==> config.mk <==
export PLATFORM = sky130hd
export DESIGN_NAME = mcr_host_flat
export DESIGN_NICKNAME = d
export VERILOG_FILES = /design/src/design/mcr_pkg.sv /design/src/design/mcr_link_if.sv /design/src/design/mcr_host.sv /design/src/flat_wrapper.sv
export SDC_FILE = /design/constraint.sdc
export NUM_CORES = 1
export LEC_CHECK = 0
export BUFFER_PORTS_ARGS = -buffer_cell sky130_fd_sc_hd__buf_2
export CELL_PAD_IN_SITES_DETAIL_PLACEMENT = 0
export CELL_PAD_IN_SITES_GLOBAL_PLACEMENT = 1
export CORE_UTILIZATION = 39
export DETAILED_ROUTE_END_ITERATION = 12
export HOLD_SLACK_MARGIN = 0.08
export PLACE_DENSITY_LB_ADDON = 0.1
export SETUP_SLACK_MARGIN = 0.5
export SYNTH_ARGS = -nofsm -noshare
export SYNTH_HDL_FRONTEND = slang
export SYNTH_SLANG_ARGS = --single-unit
==> constraint.sdc <==
create_clock -name mclk_i -period 2.3 [get_ports mclk_i]
set_input_delay 0 -clock mclk_i [delete_from_list [all_inputs] [get_ports mclk_i]]
set_output_delay 0 -clock mclk_i [all_outputs]
set_load 0.05 [all_outputs]
==> src/design/mcr_pkg.sv <==
// What this block does
// - bit 11 enables local analogue loopback
// - host keeps tx/rx modes equal in loopback; the host only flags a mismatch in status, it does not block it
// - bit 10 disables fixed compromise equalisers
// - bit 9 drives active-low relay output
// - bit 8 powers up, else powersave
// - general reset clears powerup bit
// - host resets, then powerup+reset for 20ms
// - leaving powersave, host holds reset 20ms
// - reset bit clears modes and status
// - bit 6 lets interrupt flag pull pin
// - bits 5-0 mask interrupt conditions
// - reset bit or command clears tx mode
// - tx mode field selects modem standard
// - host never writes reserved mode codes; the host refuses them on tx mode writes only, rx mode writes go out unchecked
// - level field sets gain in 1.5dB steps
// - twist field selects DTMF twist table
// - twist changes only between tones
// - host avoids max twist with 0dB
// - tx mode register field layout
// - address-only command resets all registers
package mcr_pkg;
  localparam logic [7:0] ADDR_RESET = 8'h01;
  localparam logic [7:0] ADDR_GCTRL = 8'he0;
  localparam logic [7:0] ADDR_TXMODE = 8'he1;
  localparam logic [7:0] ADDR_RXMODE = 8'he2;
  localparam int ADDR_BITS = 8;
  localparam int DATA_BITS = 16;
  localparam logic [15:0] REG_RESET = 16'h0000;
  // general control bits
  localparam int GC_LOOP = 11;
  localparam int GC_EQDIS = 10;
  localparam int GC_RELAY = 9;
  localparam int GC_PWR = 8;
  localparam int GC_RST = 7;
  localparam int GC_IRQEN = 6;
  localparam int GC_MASK_MSB = 5;
  // transmit mode fields
  localparam int TM_MODE_LSB = 12;
  localparam int TM_LEVEL_LSB = 9;
  localparam int TM_GUARD_LSB = 7;
  localparam int TM_SCR_LSB = 5;
  localparam int TM_FMT_LSB = 3;
  localparam int TM_TWIST_LSB = 5;
  localparam logic [3:0] TM_MODE_TONES = 4'h1;
  localparam logic [2:0] TM_LEVEL_0DB = 3'h7;
  localparam logic [2:0] TM_TWIST_MAX = 3'h7;
  // timing
  localparam int MCLK_HZ = 100_000_000;
  localparam int MCLK_NS = 10;
  localparam int SETTLE_MS = 20;
  localparam int SETTLE_CYC = SETTLE_MS * (MCLK_HZ / 1000);
  localparam int SCLK_HALF_NS = 40;
  localparam int SCLK_HALF_CYC = SCLK_HALF_NS / MCLK_NS;
  // host command registers
  localparam logic [3:0] HR_ADDR = 4'h0;
  localparam logic [3:0] HR_DATA = 4'h4;
  localparam logic [3:0] HR_CTRL = 4'h8;
  localparam logic [3:0] HR_STAT = 4'hc;
  localparam int HS_BUSY = 0;
  localparam int HS_REFUSED = 1;
  localparam int HS_SETTLING = 2;
  localparam int HS_RESET_SENT = 3;
  localparam int HS_LOOP_MISMATCH = 4;

  typedef enum logic [3:0] {
    MODE_OFF, MODE_TONES, MODE_B202_150, MODE_B202_1200, MODE_V23_75,
    MODE_V23_1200, MODE_B103_CALL, MODE_B103_ANS, MODE_V21_CALL,
    MODE_V21_ANS, MODE_D600_CALL, MODE_D600_ANS, MODE_D1200_CALL,
    MODE_D1200_ANS
  } mcr_mode_type;

  function automatic mcr_mode_type mcr_mode_of(input logic [3:0] c);
    unique case (c)
      4'h1: mcr_mode_of = MODE_TONES;
      4'h2: mcr_mode_of = MODE_B202_150;
      4'h3: mcr_mode_of = MODE_B202_1200;
      4'h4: mcr_mode_of = MODE_V23_75;
      4'h5: mcr_mode_of = MODE_V23_1200;
      4'h6: mcr_mode_of = MODE_B103_CALL;
      4'h7: mcr_mode_of = MODE_B103_ANS;
      4'h8: mcr_mode_of = MODE_V21_CALL;
      4'h9: mcr_mode_of = MODE_V21_ANS;
      4'ha: mcr_mode_of = MODE_D600_CALL;
      4'hb: mcr_mode_of = MODE_D600_ANS;
      4'hc: mcr_mode_of = MODE_D1200_CALL;
      4'hd: mcr_mode_of = MODE_D1200_ANS;
      default: mcr_mode_of = MODE_OFF;
    endcase
  endfunction

  function automatic logic mcr_mode_reserved(input logic [3:0] c);
    mcr_mode_reserved = (c == 4'he) || (c == 4'hf);
  endfunction

  // twist in half-dB units
  function automatic logic [3:0] mcr_twist_half_db(input logic [2:0] c);
    unique case (c)
      3'h0: mcr_twist_half_db = 4'h4;
      3'h1: mcr_twist_half_db = 4'h2;
      3'h2: mcr_twist_half_db = 4'h3;
      3'h3: mcr_twist_half_db = 4'h5;
      3'h4: mcr_twist_half_db = 4'h6;
      3'h5: mcr_twist_half_db = 4'h7;
      3'h6: mcr_twist_half_db = 4'h8;
      3'h7: mcr_twist_half_db = 4'h9;
    endcase
  endfunction
endpackage

==> src/design/mcr_link_if.sv <==
`timescale 1ns/1ns
`default_nettype none
interface mcr_link_if;
  logic csn_n;
  logic sclk;
  logic cdata;
  modport host (output csn_n, output sclk, output cdata);
  modport dev (input csn_n, input sclk, input cdata);
endinterface // mcr_link_if
`default_nettype wire

==> src/design/mcr_host.sv <==
// The implementer's own choice: the plain strobed port.
`timescale 1ns/1ns
`default_nettype none
module mcr_host #(
  parameter int HALF_CYC = mcr_pkg::SCLK_HALF_CYC, // sclk half period
  parameter int SETTLE = mcr_pkg::SETTLE_CYC // powerup settle time
) (
  input wire logic mclk_i, // system clock
  input wire logic rst_i, // sync reset, active high
  input wire logic [3:0] addr_i, // register byte address
  input wire logic [31:0] wdata_i, // write data
  input wire logic wr_i, // write strobe
  input wire logic rd_i, // read strobe
  output logic [31:0] rdata_o, // read data, cycle after rd_i
  mcr_link_if.host link // serial link to device
);
  import mcr_pkg::*;

  typedef enum logic [2:0] {
    ST_IDLE, ST_SEL, ST_LOW, ST_HIGH, ST_END, ST_GAP
  } mcr_hst_type;

  localparam int SW = $clog2(SETTLE + 1);

  mcr_hst_type st_q, st_d;
  logic [7:0] adr_q, adr_d;
  logic [15:0] dat_q, dat_d;
  logic [23:0] sh_q, sh_d;
  logic [4:0] left_q, left_d;
  logic [7:0] div_q, div_d;
  logic csn_q, csn_d, sclk_q, sclk_d, cd_q, cd_d;
  logic refused_q, refused_d, rsent_q, rsent_d;
  logic [SW-1:0] settle_q, settle_d;
  logic loop_q, loop_d;
  logic [3:0] txm_q, txm_d, rxm_q, rxm_d;
  logic [31:0] rdata_d;
  logic start, bad, tick;

  assign start = wr_i && addr_i == HR_CTRL && wdata_i[0];
  assign tick = div_q == 8'(HALF_CYC - 1);
  // tx mode writes checked before sending
  assign bad = adr_q == ADDR_TXMODE &&
    (mcr_mode_reserved(dat_q[TM_MODE_LSB +: 4]) ||
     (dat_q[TM_MODE_LSB +: 4] == TM_MODE_TONES &&
      dat_q[TM_TWIST_LSB +: 3] == TM_TWIST_MAX &&
      dat_q[TM_LEVEL_LSB +: 3] == TM_LEVEL_0DB));

  always_comb begin
    st_d = st_q;
    adr_d = adr_q;
    dat_d = dat_q;
    sh_d = sh_q;
    left_d = left_q;
    div_d = tick ? 8'h0 : div_q + 8'h1;
    csn_d = csn_q;
    sclk_d = sclk_q;
    cd_d = cd_q;
    refused_d = refused_q;
    rsent_d = rsent_q;
    settle_d = settle_q;
    loop_d = loop_q;
    txm_d = txm_q;
    rxm_d = rxm_q;
    if (settle_q != '0) begin
      settle_d = settle_q - SW'(1);
    end
    if (wr_i && addr_i == HR_ADDR && st_q == ST_IDLE) begin
      adr_d = wdata_i[7:0];
    end
    if (wr_i && addr_i == HR_DATA && st_q == ST_IDLE) begin
      dat_d = wdata_i[15:0];
    end
    unique case (st_q)
      ST_IDLE: begin
        if (start && bad) begin
          refused_d = 1'b1;
        end else if (start) begin
          refused_d = 1'b0;
          sh_d = {adr_q, dat_q};
          left_d = adr_q == ADDR_RESET ? 5'(ADDR_BITS) :
            5'(ADDR_BITS + DATA_BITS);
          csn_d = 1'b0;
          div_d = 8'h0;
          st_d = ST_SEL;
          if (adr_q == ADDR_RESET) begin
            rsent_d = 1'b1;
            loop_d = 1'b0;
            txm_d = 4'h0;
            rxm_d = 4'h0;
          end
          if (adr_q == ADDR_GCTRL) begin
            loop_d = dat_q[GC_LOOP];
            if (dat_q[GC_PWR] && dat_q[GC_RST]) begin
              settle_d = SW'(SETTLE);
            end
          end
          if (adr_q == ADDR_TXMODE) begin
            txm_d = dat_q[TM_MODE_LSB +: 4];
          end
          if (adr_q == ADDR_RXMODE) begin
            rxm_d = dat_q[15:12];
          end
        end
      end
      ST_SEL: begin
        if (tick) begin
          st_d = ST_LOW;
          cd_d = sh_q[23];
        end
      end
      ST_LOW: begin
        if (tick) begin
          sclk_d = 1'b1;
          st_d = ST_HIGH;
        end
      end
      ST_HIGH: begin
        if (tick) begin
          sclk_d = 1'b0;
          sh_d = {sh_q[22:0], 1'b0};
          left_d = left_q - 5'h1;
          cd_d = sh_q[22];
          st_d = left_q == 5'h1 ? ST_END : ST_LOW;
        end
      end
      ST_END: begin
        if (tick) begin
          csn_d = 1'b1;
          cd_d = 1'b0;
          st_d = ST_GAP;
        end
      end
      ST_GAP: begin
        if (tick) begin
          st_d = ST_IDLE;
        end
      end
    endcase
    rdata_d = 32'h0;
    if (rd_i) begin
      unique case (addr_i)
        HR_ADDR: rdata_d = {24'h0, adr_q};
        HR_DATA: rdata_d = {16'h0, dat_q};
        HR_STAT: begin
          rdata_d[HS_BUSY] = st_q != ST_IDLE;
          rdata_d[HS_REFUSED] = refused_q;
          rdata_d[HS_SETTLING] = settle_q != '0;
          rdata_d[HS_RESET_SENT] = rsent_q;
          rdata_d[HS_LOOP_MISMATCH] = loop_q && txm_q != rxm_q;
        end
        default: rdata_d = 32'h0;
      endcase
    end
  end

  always_ff @(posedge mclk_i) begin
    if (rst_i) begin
      st_q <= ST_IDLE;
      adr_q <= 8'h0;
      dat_q <= 16'h0;
      sh_q <= 24'h0;
      left_q <= 5'h0;
      div_q <= 8'h0;
      csn_q <= 1'b1;
      sclk_q <= 1'b0;
      cd_q <= 1'b0;
      refused_q <= 1'b0;
      rsent_q <= 1'b0;
      settle_q <= '0;
      loop_q <= 1'b0;
      txm_q <= 4'h0;
      rxm_q <= 4'h0;
      rdata_o <= 32'h0;
    end else begin
      st_q <= st_d;
      adr_q <= adr_d;
      dat_q <= dat_d;
      sh_q <= sh_d;
      left_q <= left_d;
      div_q <= div_d;
      csn_q <= csn_d;
      sclk_q <= sclk_d;
      cd_q <= cd_d;
      refused_q <= refused_d;
      rsent_q <= rsent_d;
      settle_q <= settle_d;
      loop_q <= loop_d;
      txm_q <= txm_d;
      rxm_q <= rxm_d;
      rdata_o <= rdata_d;
    end
  end

  assign link.csn_n = csn_q;
  assign link.sclk = sclk_q;
  assign link.cdata = cd_q;
endmodule // mcr_host
`default_nettype wire

==> src/flat_wrapper.sv <==
// flat-port wrapper written by rule: the top's interface ports become plain ports
module mcr_host_flat import mcr_pkg::*;
#(
  parameter int HALF_CYC = mcr_pkg::SCLK_HALF_CYC,                    
  parameter int SETTLE = mcr_pkg::SETTLE_CYC                       
)
  (mclk_i, rst_i, addr_i, wdata_i, wr_i, rd_i, rdata_o, link_csn_n, link_sclk, link_cdata);
  mcr_link_if link_i ();
  input wire logic mclk_i;
  input wire logic rst_i;
  input wire logic [3:0] addr_i;
  input wire logic [31:0] wdata_i;
  input wire logic wr_i;
  input wire logic rd_i;
  output logic [31:0] rdata_o;
  output wire logic [$bits(link_i.csn_n)-1:0] link_csn_n;
  output wire logic [$bits(link_i.sclk)-1:0] link_sclk;
  output wire logic [$bits(link_i.cdata)-1:0] link_cdata;
  assign link_csn_n = link_i.csn_n;
  assign link_sclk = link_i.sclk;
  assign link_cdata = link_i.cdata;
  mcr_host #(.HALF_CYC(HALF_CYC), .SETTLE(SETTLE)) u_core (.mclk_i(mclk_i), .rst_i(rst_i), .addr_i(addr_i), .wdata_i(wdata_i), .wr_i(wr_i), .rd_i(rd_i), .rdata_o(rdata_o), .link(link_i));
endmodule
==> results.toml, run 1 <==
[sta]
slew_headroom_pct = 64.46
fin_tns_setup_ns = 0
fmax_mhz = 472.7
worstMarginPinSlew_ns = 0.5325
fin_crit_sh_pct = 91.98
hold_slack_ns = 0.1102
setup_viol = 0
rsz0062_at_grt = "true"
skew_ns = 0.01070
fin_ws_ns = 0.1845
period_needed_ns = 2.116
hold_viol = 0
drv_slew = 0

[yosys]
synthCells = 574
ys_top_cells_by_area = "dfxtp_1, mux2i_1, nor2_1"
netlist-cell-type-count = 62
synth_seq_cells = 115
ys.flop_type = "dfxtp_1"
ys_seq_area_share_pct = 43.30
synth_edf_count = 0
synth.largest_area_cell = "dfxtp_1"
syn_area_mm2 = 0.005316
yosysTopAreaCellShare_pct = 43.30
synthArstFlopShare_pct = 0
postSynthAreaPerCell_um2 = 9.262
ys_warn_count = 0

[min_path]
hold_path_end = "u_core.rdata_o[2]$_SDFF_PP0_"
hp-class = "in -> reg"
whs_path_depth = 4
min_from = "addr_i[1]"

[setup_path]
cp.arrival_ns = 2.44
cp-start-kind = "flip-flop"
path_cells = "inv_2 -> ha_1 -> or4b_4 -> or4_4 -> buf_12 -> buf_4 -> o211ai_2 -> xnor2_1 -> nor2_1"
reg2reg_depth = 9
r2r-end = "u_core.settle_q[11]$_SDFF_PP0_"
path_max_fanout = 13
reg2reg_from = "u_core.settle_q[1]$_SDFF_PP0_"
end_kind = "flip-flop"
cpPeakStageDelay_ns = 0.45
slowest_stage = "or4_4"
path_class = "reg -> reg"
cp.required_ns = 2.62
regToRegSetupSlack_ns = 0.18

[placed_design]
place_hpwl_um = 9042
io_buffers = 42
dp_slack_ns = 0.08835
gp_congestion = 0.7717

[finish]
final_nets = 770
diodes = 0
layout_common_cells = "dfxtp_1, nor2_1, buf_4"
layout-drive-gt1-share_pct = 41.60
layout_commonest_cell = "dfxtp_1"
area_delta_synth_final_pct = 55.19

[global_route]
antenna_found_initial = 0
grt_overflow = 0
grt_pass1_vias = 4762
grt_max_degree = 27
grt_use_total_pct = 23.69
grt_pass1_wl_um = 25590

[floorplanning]
initial_utilization_pct = 40.15
ioPinCount = 75
core-area_mm2 = 0.01324
die-area_mm2 = 0.01410
fp.dieW_um = 118.8
num_rows = 42
dieHeight_um = 118.8

[power_and_ir_drop]
p_leak_uw = 0.003366
peakVddDrop_mv = 0.5394
power.density_mw_per_mm2 = 828.2

[detailed_routing]
drc = 0
avgRoutedWirePerCell_um = 17.84
postRouteAntennaNets = 0
drt-initial-drc-count = 332
drt_wl_total_um = 16300
vias = 4911
first_pass_iters = 5
via_per_inst = 5.373

[clock_tree]
cts_tree = "yes"
cts.path.max_buffers = 2
clock-sinks = 115
clock_latency_ns = 0.43
clkTransAtPathRegs_ns = 0.05
htreeDepth = 4
numCtsBuffers = 17
cts-root-buf = "clkbuf_16"

[outcome]
status = "finished clean"

[run]
drv_cap = 0
cells by family (layout without fill, tap and decap cells):
family                   count (synthesis)  after routing  share of synthesized area (%)
AND/OR/NAND/NOR                        195            195                          19.37
multiplexers                            56             56                          10.59
adder cells (fa/ha/maj)                  5              5                          1.177
XOR/XNOR                                27             27                          4.448
flip-flops                             115            115                          43.30
AO/OA/AOI/OAI                          114            114                          14.97
other                                    1             16                        0.07054
buffers and inverters                   61            210                          6.072
registers in the layout (all words and copies together), names as in the netlist:
signal	flops
u_core.adr_q	8
u_core.dat_q	16
u_core.div_q	8
u_core.left_q	5
u_core.link.cdata	1
u_core.link.csn_n	1
u_core.link.sclk	1
u_core.loop_q	1
u_core.rdata_o	16
u_core.refused_q	1
u_core.rsent_q	1
u_core.rxm_q	4
u_core.settle_q	21
u_core.sh_q	24
u_core.st_q	3
u_core.txm_q	4
power breakdown:
| part | switching [uW] | internal, uW | leakage [uW] |
|---|---|---|---|
| registers | 130 | 2140 | 0.000943 |
| logic | 872 | 769 | 0.00210 |
| clock network | 924 | 2000 | 0.000320 |
| total | 1930 | 4910 | 0.00337 |
synth_stat cells, drive strengths merged (2+ instances only):
master / n
dfxtp: 115
nor2: 76
mux2i: 54
o21ai: 37
buf: 31
o311a: 23
a21oi: 22
clkbuf: 22
xor2: 22
nand3: 19
nand2: 17
nor3: 11
nand4: 10
and2: 9
inv: 8
nor4: 8
a31oi: 7
and3: 7
or4: 7
or3: 6
a211oi: 5
ha: 5
xnor2: 5
a22oi: 4
nand3b: 4
nor2b: 4
o211ai: 4
nand4b: 3
nor4b: 3
o31ai: 3
or2: 3
mux2: 2
or4b: 2
worst max-delay path, delay by kind of cell (launching register included):
kind,cells,cell delay (ns)
simple gates,3,0.94
buf+inv,3,0.35
flops,1,0.34
compound gates,1,0.14
xor+xnor,1,0.13
fa+ha+maj,1,0.12
how the worst max path moves through the flow:
stage	start	end	slack [ns]	cells past startpoint
after floorplan	u_core.settle_q[0]$_SDFF_PP0_	u_core.settle_q[7]$_SDFF_PP0_	0.16	9
after global placement	u_core.settle_q[1]$_SDFF_PP0_	u_core.settle_q[7]$_SDFF_PP0_	0.11	7
after detailed placement	u_core.settle_q[1]$_SDFF_PP0_	u_core.settle_q[7]$_SDFF_PP0_	0.09	7
after CTS	u_core.settle_q[1]$_SDFF_PP0_	u_core.settle_q[8]$_SDFF_PP0_	0.20	8
after global routing	u_core.settle_q[0]$_SDFF_PP0_	u_core.settle_q[8]$_SDFF_PP0_	0.08	8
final	u_core.settle_q[1]$_SDFF_PP0_	u_core.settle_q[11]$_SDFF_PP0_	0.18	9
metal layers:
layer | track usage [%] | share of wire (%)
met5 | 0 | 0
met4 | 11.23 | 3.0
met3 | 4.826 | 3.8
met2 | 37.24 | 46
met1 | 30.97 | 47
layout make-up:
type                       count  area (um^2)
fill                        1093         4992
multi-input combinational    413         3303
sequential                   115         2346
timing repair buffer         170         1699
clock buffer                  22        474.2
tap                          176        220.2
clock inverter                10        177.7
inverter                       8        30.03
what timing repair did:
item / in CTS / in global routing
setup endpoints to repair: 73 / 93
hold endpoints to repair: 43 / 0
hold buffers: 23 / 0
pin swaps: 65 / 64
buffers inserted: 38 / 18
gates resized for setup: 114 / 101
gates cloned: 12 / 2
metrics by stage:
step	power (uW)	cell area (um^2)	util, %	cells
finish	6833	8250	62.30	914
global route	7150	8250	62.30	914
CTS	6737	7700	58.14	894
detailed placement	3618	5889	44.47	789
global placement	3588	5889	44.47	789
floorplan	3326	5459	-	589
Power figures use the tool's default switching activity.
==> run 2: changes to the inputs <==
- MAX_ROUTING_LAYER: not set -> met4
==> run 2 against run 1 <==
Effect of this change: via count down 0.20%; non-clock buffer count unchanged; sequential cell count unchanged; count of clock-buffer cells in the layout unchanged; die area unchanged; register-to-register slack about the same; clock skew down 0.0026 ns; fmax about the same; final area unchanged; clock power about the same.
==> results.toml, run 2 (same netlist as run 1, synthesis figures left out) <==
[global_route]
grt_pass1_vias = 4749
grt_max_degree = 27
grt_overflow = 0
antenna_found_initial = 0
grt_use_total_pct = 24.41
grt_pass1_wl_um = 25640

[sta]
hold_viol = 0
rsz0062_at_grt = "true"
fmax_mhz = 472.6
hold_slack_ns = 0.1217
period_needed_ns = 2.116
setup_viol = 0
fin_tns_setup_ns = 0
drv_slew = 0
fin_crit_sh_pct = 91.99
worstMarginPinSlew_ns = 0.5362
slew_headroom_pct = 64.21
skew_ns = 0.008076
fin_ws_ns = 0.1842

[finish]
layout-drive-gt1-share_pct = 41.60
diodes = 0
layout_commonest_cell = "dfxtp_1"
fill_cells = 1093
finalNonFillerCells = 914
largest_register_ffs = 24
reg_top3 = "u_core.sh_q (24), u_core.settle_q (21)"
largest_register = "u_core.sh_q"
layout_common_cells = "dfxtp_1, nor2_1, buf_4"
final_nets = 770
area_delta_synth_final_pct = 55.19

[placed_design]
placed_cells = 789
io_buffers = 42
gp_congestion = 0.7821
dp_slack_ns = 0.08835
place_hpwl_um = 9042

[clock_tree]
cts_tree = "yes"
clkTransAtPathRegs_ns = 0.05
cts-root-buf = "clkbuf_16"
clock-sinks = 115
clock_latency_ns = 0.43
cts.path.max_buffers = 2
htreeDepth = 4
numCtsBuffers = 17

[power_and_ir_drop]
p_leak_uw = 0.003366
power.density_mw_per_mm2 = 827.5
peakVddDrop_mv = 0.5384
power_uw = 6827

[detailed_routing]
avgRoutedWirePerCell_um = 17.94
drc = 0
drt-initial-drc-count = 321
via_per_inst = 5.362
drt_wl_total_um = 16400
vias = 4901
first_pass_iters = 4
postRouteAntennaNets = 0

[floorplanning]
core-area_mm2 = 0.01324
die-area_mm2 = 0.01410
fp.dieW_um = 118.8
ioPinCount = 75
dieHeight_um = 118.8
num_rows = 42
initial_utilization_pct = 40.15

[setup_path]
cp.arrival_ns = 2.44
path_class = "reg -> reg"
reg2reg_from = "u_core.settle_q[1]$_SDFF_PP0_"
path_cells = "inv_2 -> ha_1 -> or4b_4 -> or4_4 -> buf_12 -> buf_4 -> o211ai_2 -> xnor2_1 -> nor2_1"
reg2reg_depth = 9
r2r-end = "u_core.settle_q[11]$_SDFF_PP0_"
cp-start-kind = "flip-flop"
slowest_stage = "or4_4"
path_max_fanout = 13
end_kind = "flip-flop"
regToRegSetupSlack_ns = 0.18
cpPeakStageDelay_ns = 0.45
cp.required_ns = 2.62

[outcome]
status = "finished clean"

[min_path]
hold_path_end = "u_core.rdata_o[2]$_SDFF_PP0_"
whs_path_depth = 4
hp-class = "in -> reg"
min_from = "addr_i[1]"

[run]
drv_cap = 0
[run 2: cell counts in the layout (fill, tap and decap cells not counted)]
No cell type changed its count.
[run 2: layout make-up]
type | instances | area [um^2] | area share (%)
sequential | 115 | 2346 | 28.43
timing repair buffer | 170 | 1699 | 20.59
inverter | 8 | 30.03 | 0.3640
multi-input combinational | 413 | 3303 | 40.04
clock buffer | 22 | 474.2 | 5.748
tap | 176 | 220.2 | 2.669
clock inverter | 10 | 177.7 | 2.153
[run 2: how the worst max path moves through the flow]
stage | to | slack, ns | startpoint | cells past startpoint
after floorplan | u_core.settle_q[7]$_SDFF_PP0_ | 0.16 | u_core.settle_q[0]$_SDFF_PP0_ | 9
after global placement | u_core.settle_q[7]$_SDFF_PP0_ | 0.11 | u_core.settle_q[1]$_SDFF_PP0_ | 7
after detailed placement | u_core.settle_q[7]$_SDFF_PP0_ | 0.09 | u_core.settle_q[1]$_SDFF_PP0_ | 7
after CTS | u_core.settle_q[8]$_SDFF_PP0_ | 0.20 | u_core.settle_q[1]$_SDFF_PP0_ | 8
after global routing | u_core.settle_q[8]$_SDFF_PP0_ | 0.08 | u_core.settle_q[0]$_SDFF_PP0_ | 8
final | u_core.settle_q[11]$_SDFF_PP0_ | 0.18 | u_core.settle_q[1]$_SDFF_PP0_ | 9
[run 2: report_power, final]
group | switching [uW] | leakage, uW | internal (uW)
registers | 130 | 0.000943 | 2140
logic | 872 | 0.00210 | 769
clock network | 920 | 0.000320 | 2000
total | 1920 | 0.00337 | 4910
[run 2: repair_timing]
action,in CTS,in global routing
endpoints found under the setup margin,73,93
buffers inserted,38,18
hold buffers,23,0
gates resized for setup,114,101
hold endpoints to repair,43,0
gates cloned,12,2
pin swaps,65,64
[run 2: worst max-delay path: cells and delay by family (launching register included)]
family | cells | cell delay (ns)
buf+inv | 3 | 0.35
flops | 1 | 0.34
simple gates | 3 | 0.94
compound gates | 1 | 0.14
xor+xnor | 1 | 0.13
fa+ha+maj | 1 | 0.12
[run 2: stage by stage]
step	area [um^2]	utilization (%)
finish	8250	62.30
global route	8250	62.30
CTS	7700	58.14
detailed placement	5889	44.47
global placement	5889	44.47
floorplan	5459	-
[run 2: metal layers]
layer	share of wire [%]	vias up	routed length (um)	global-route usage [%]
met2	47	112	7638	37.21
met5	0	-	0	-
li1	-	2366	-	-
met3	3.9	35	633	4.826
met4	2.8	0	461	11.23
met1	47	2388	7667	31.09
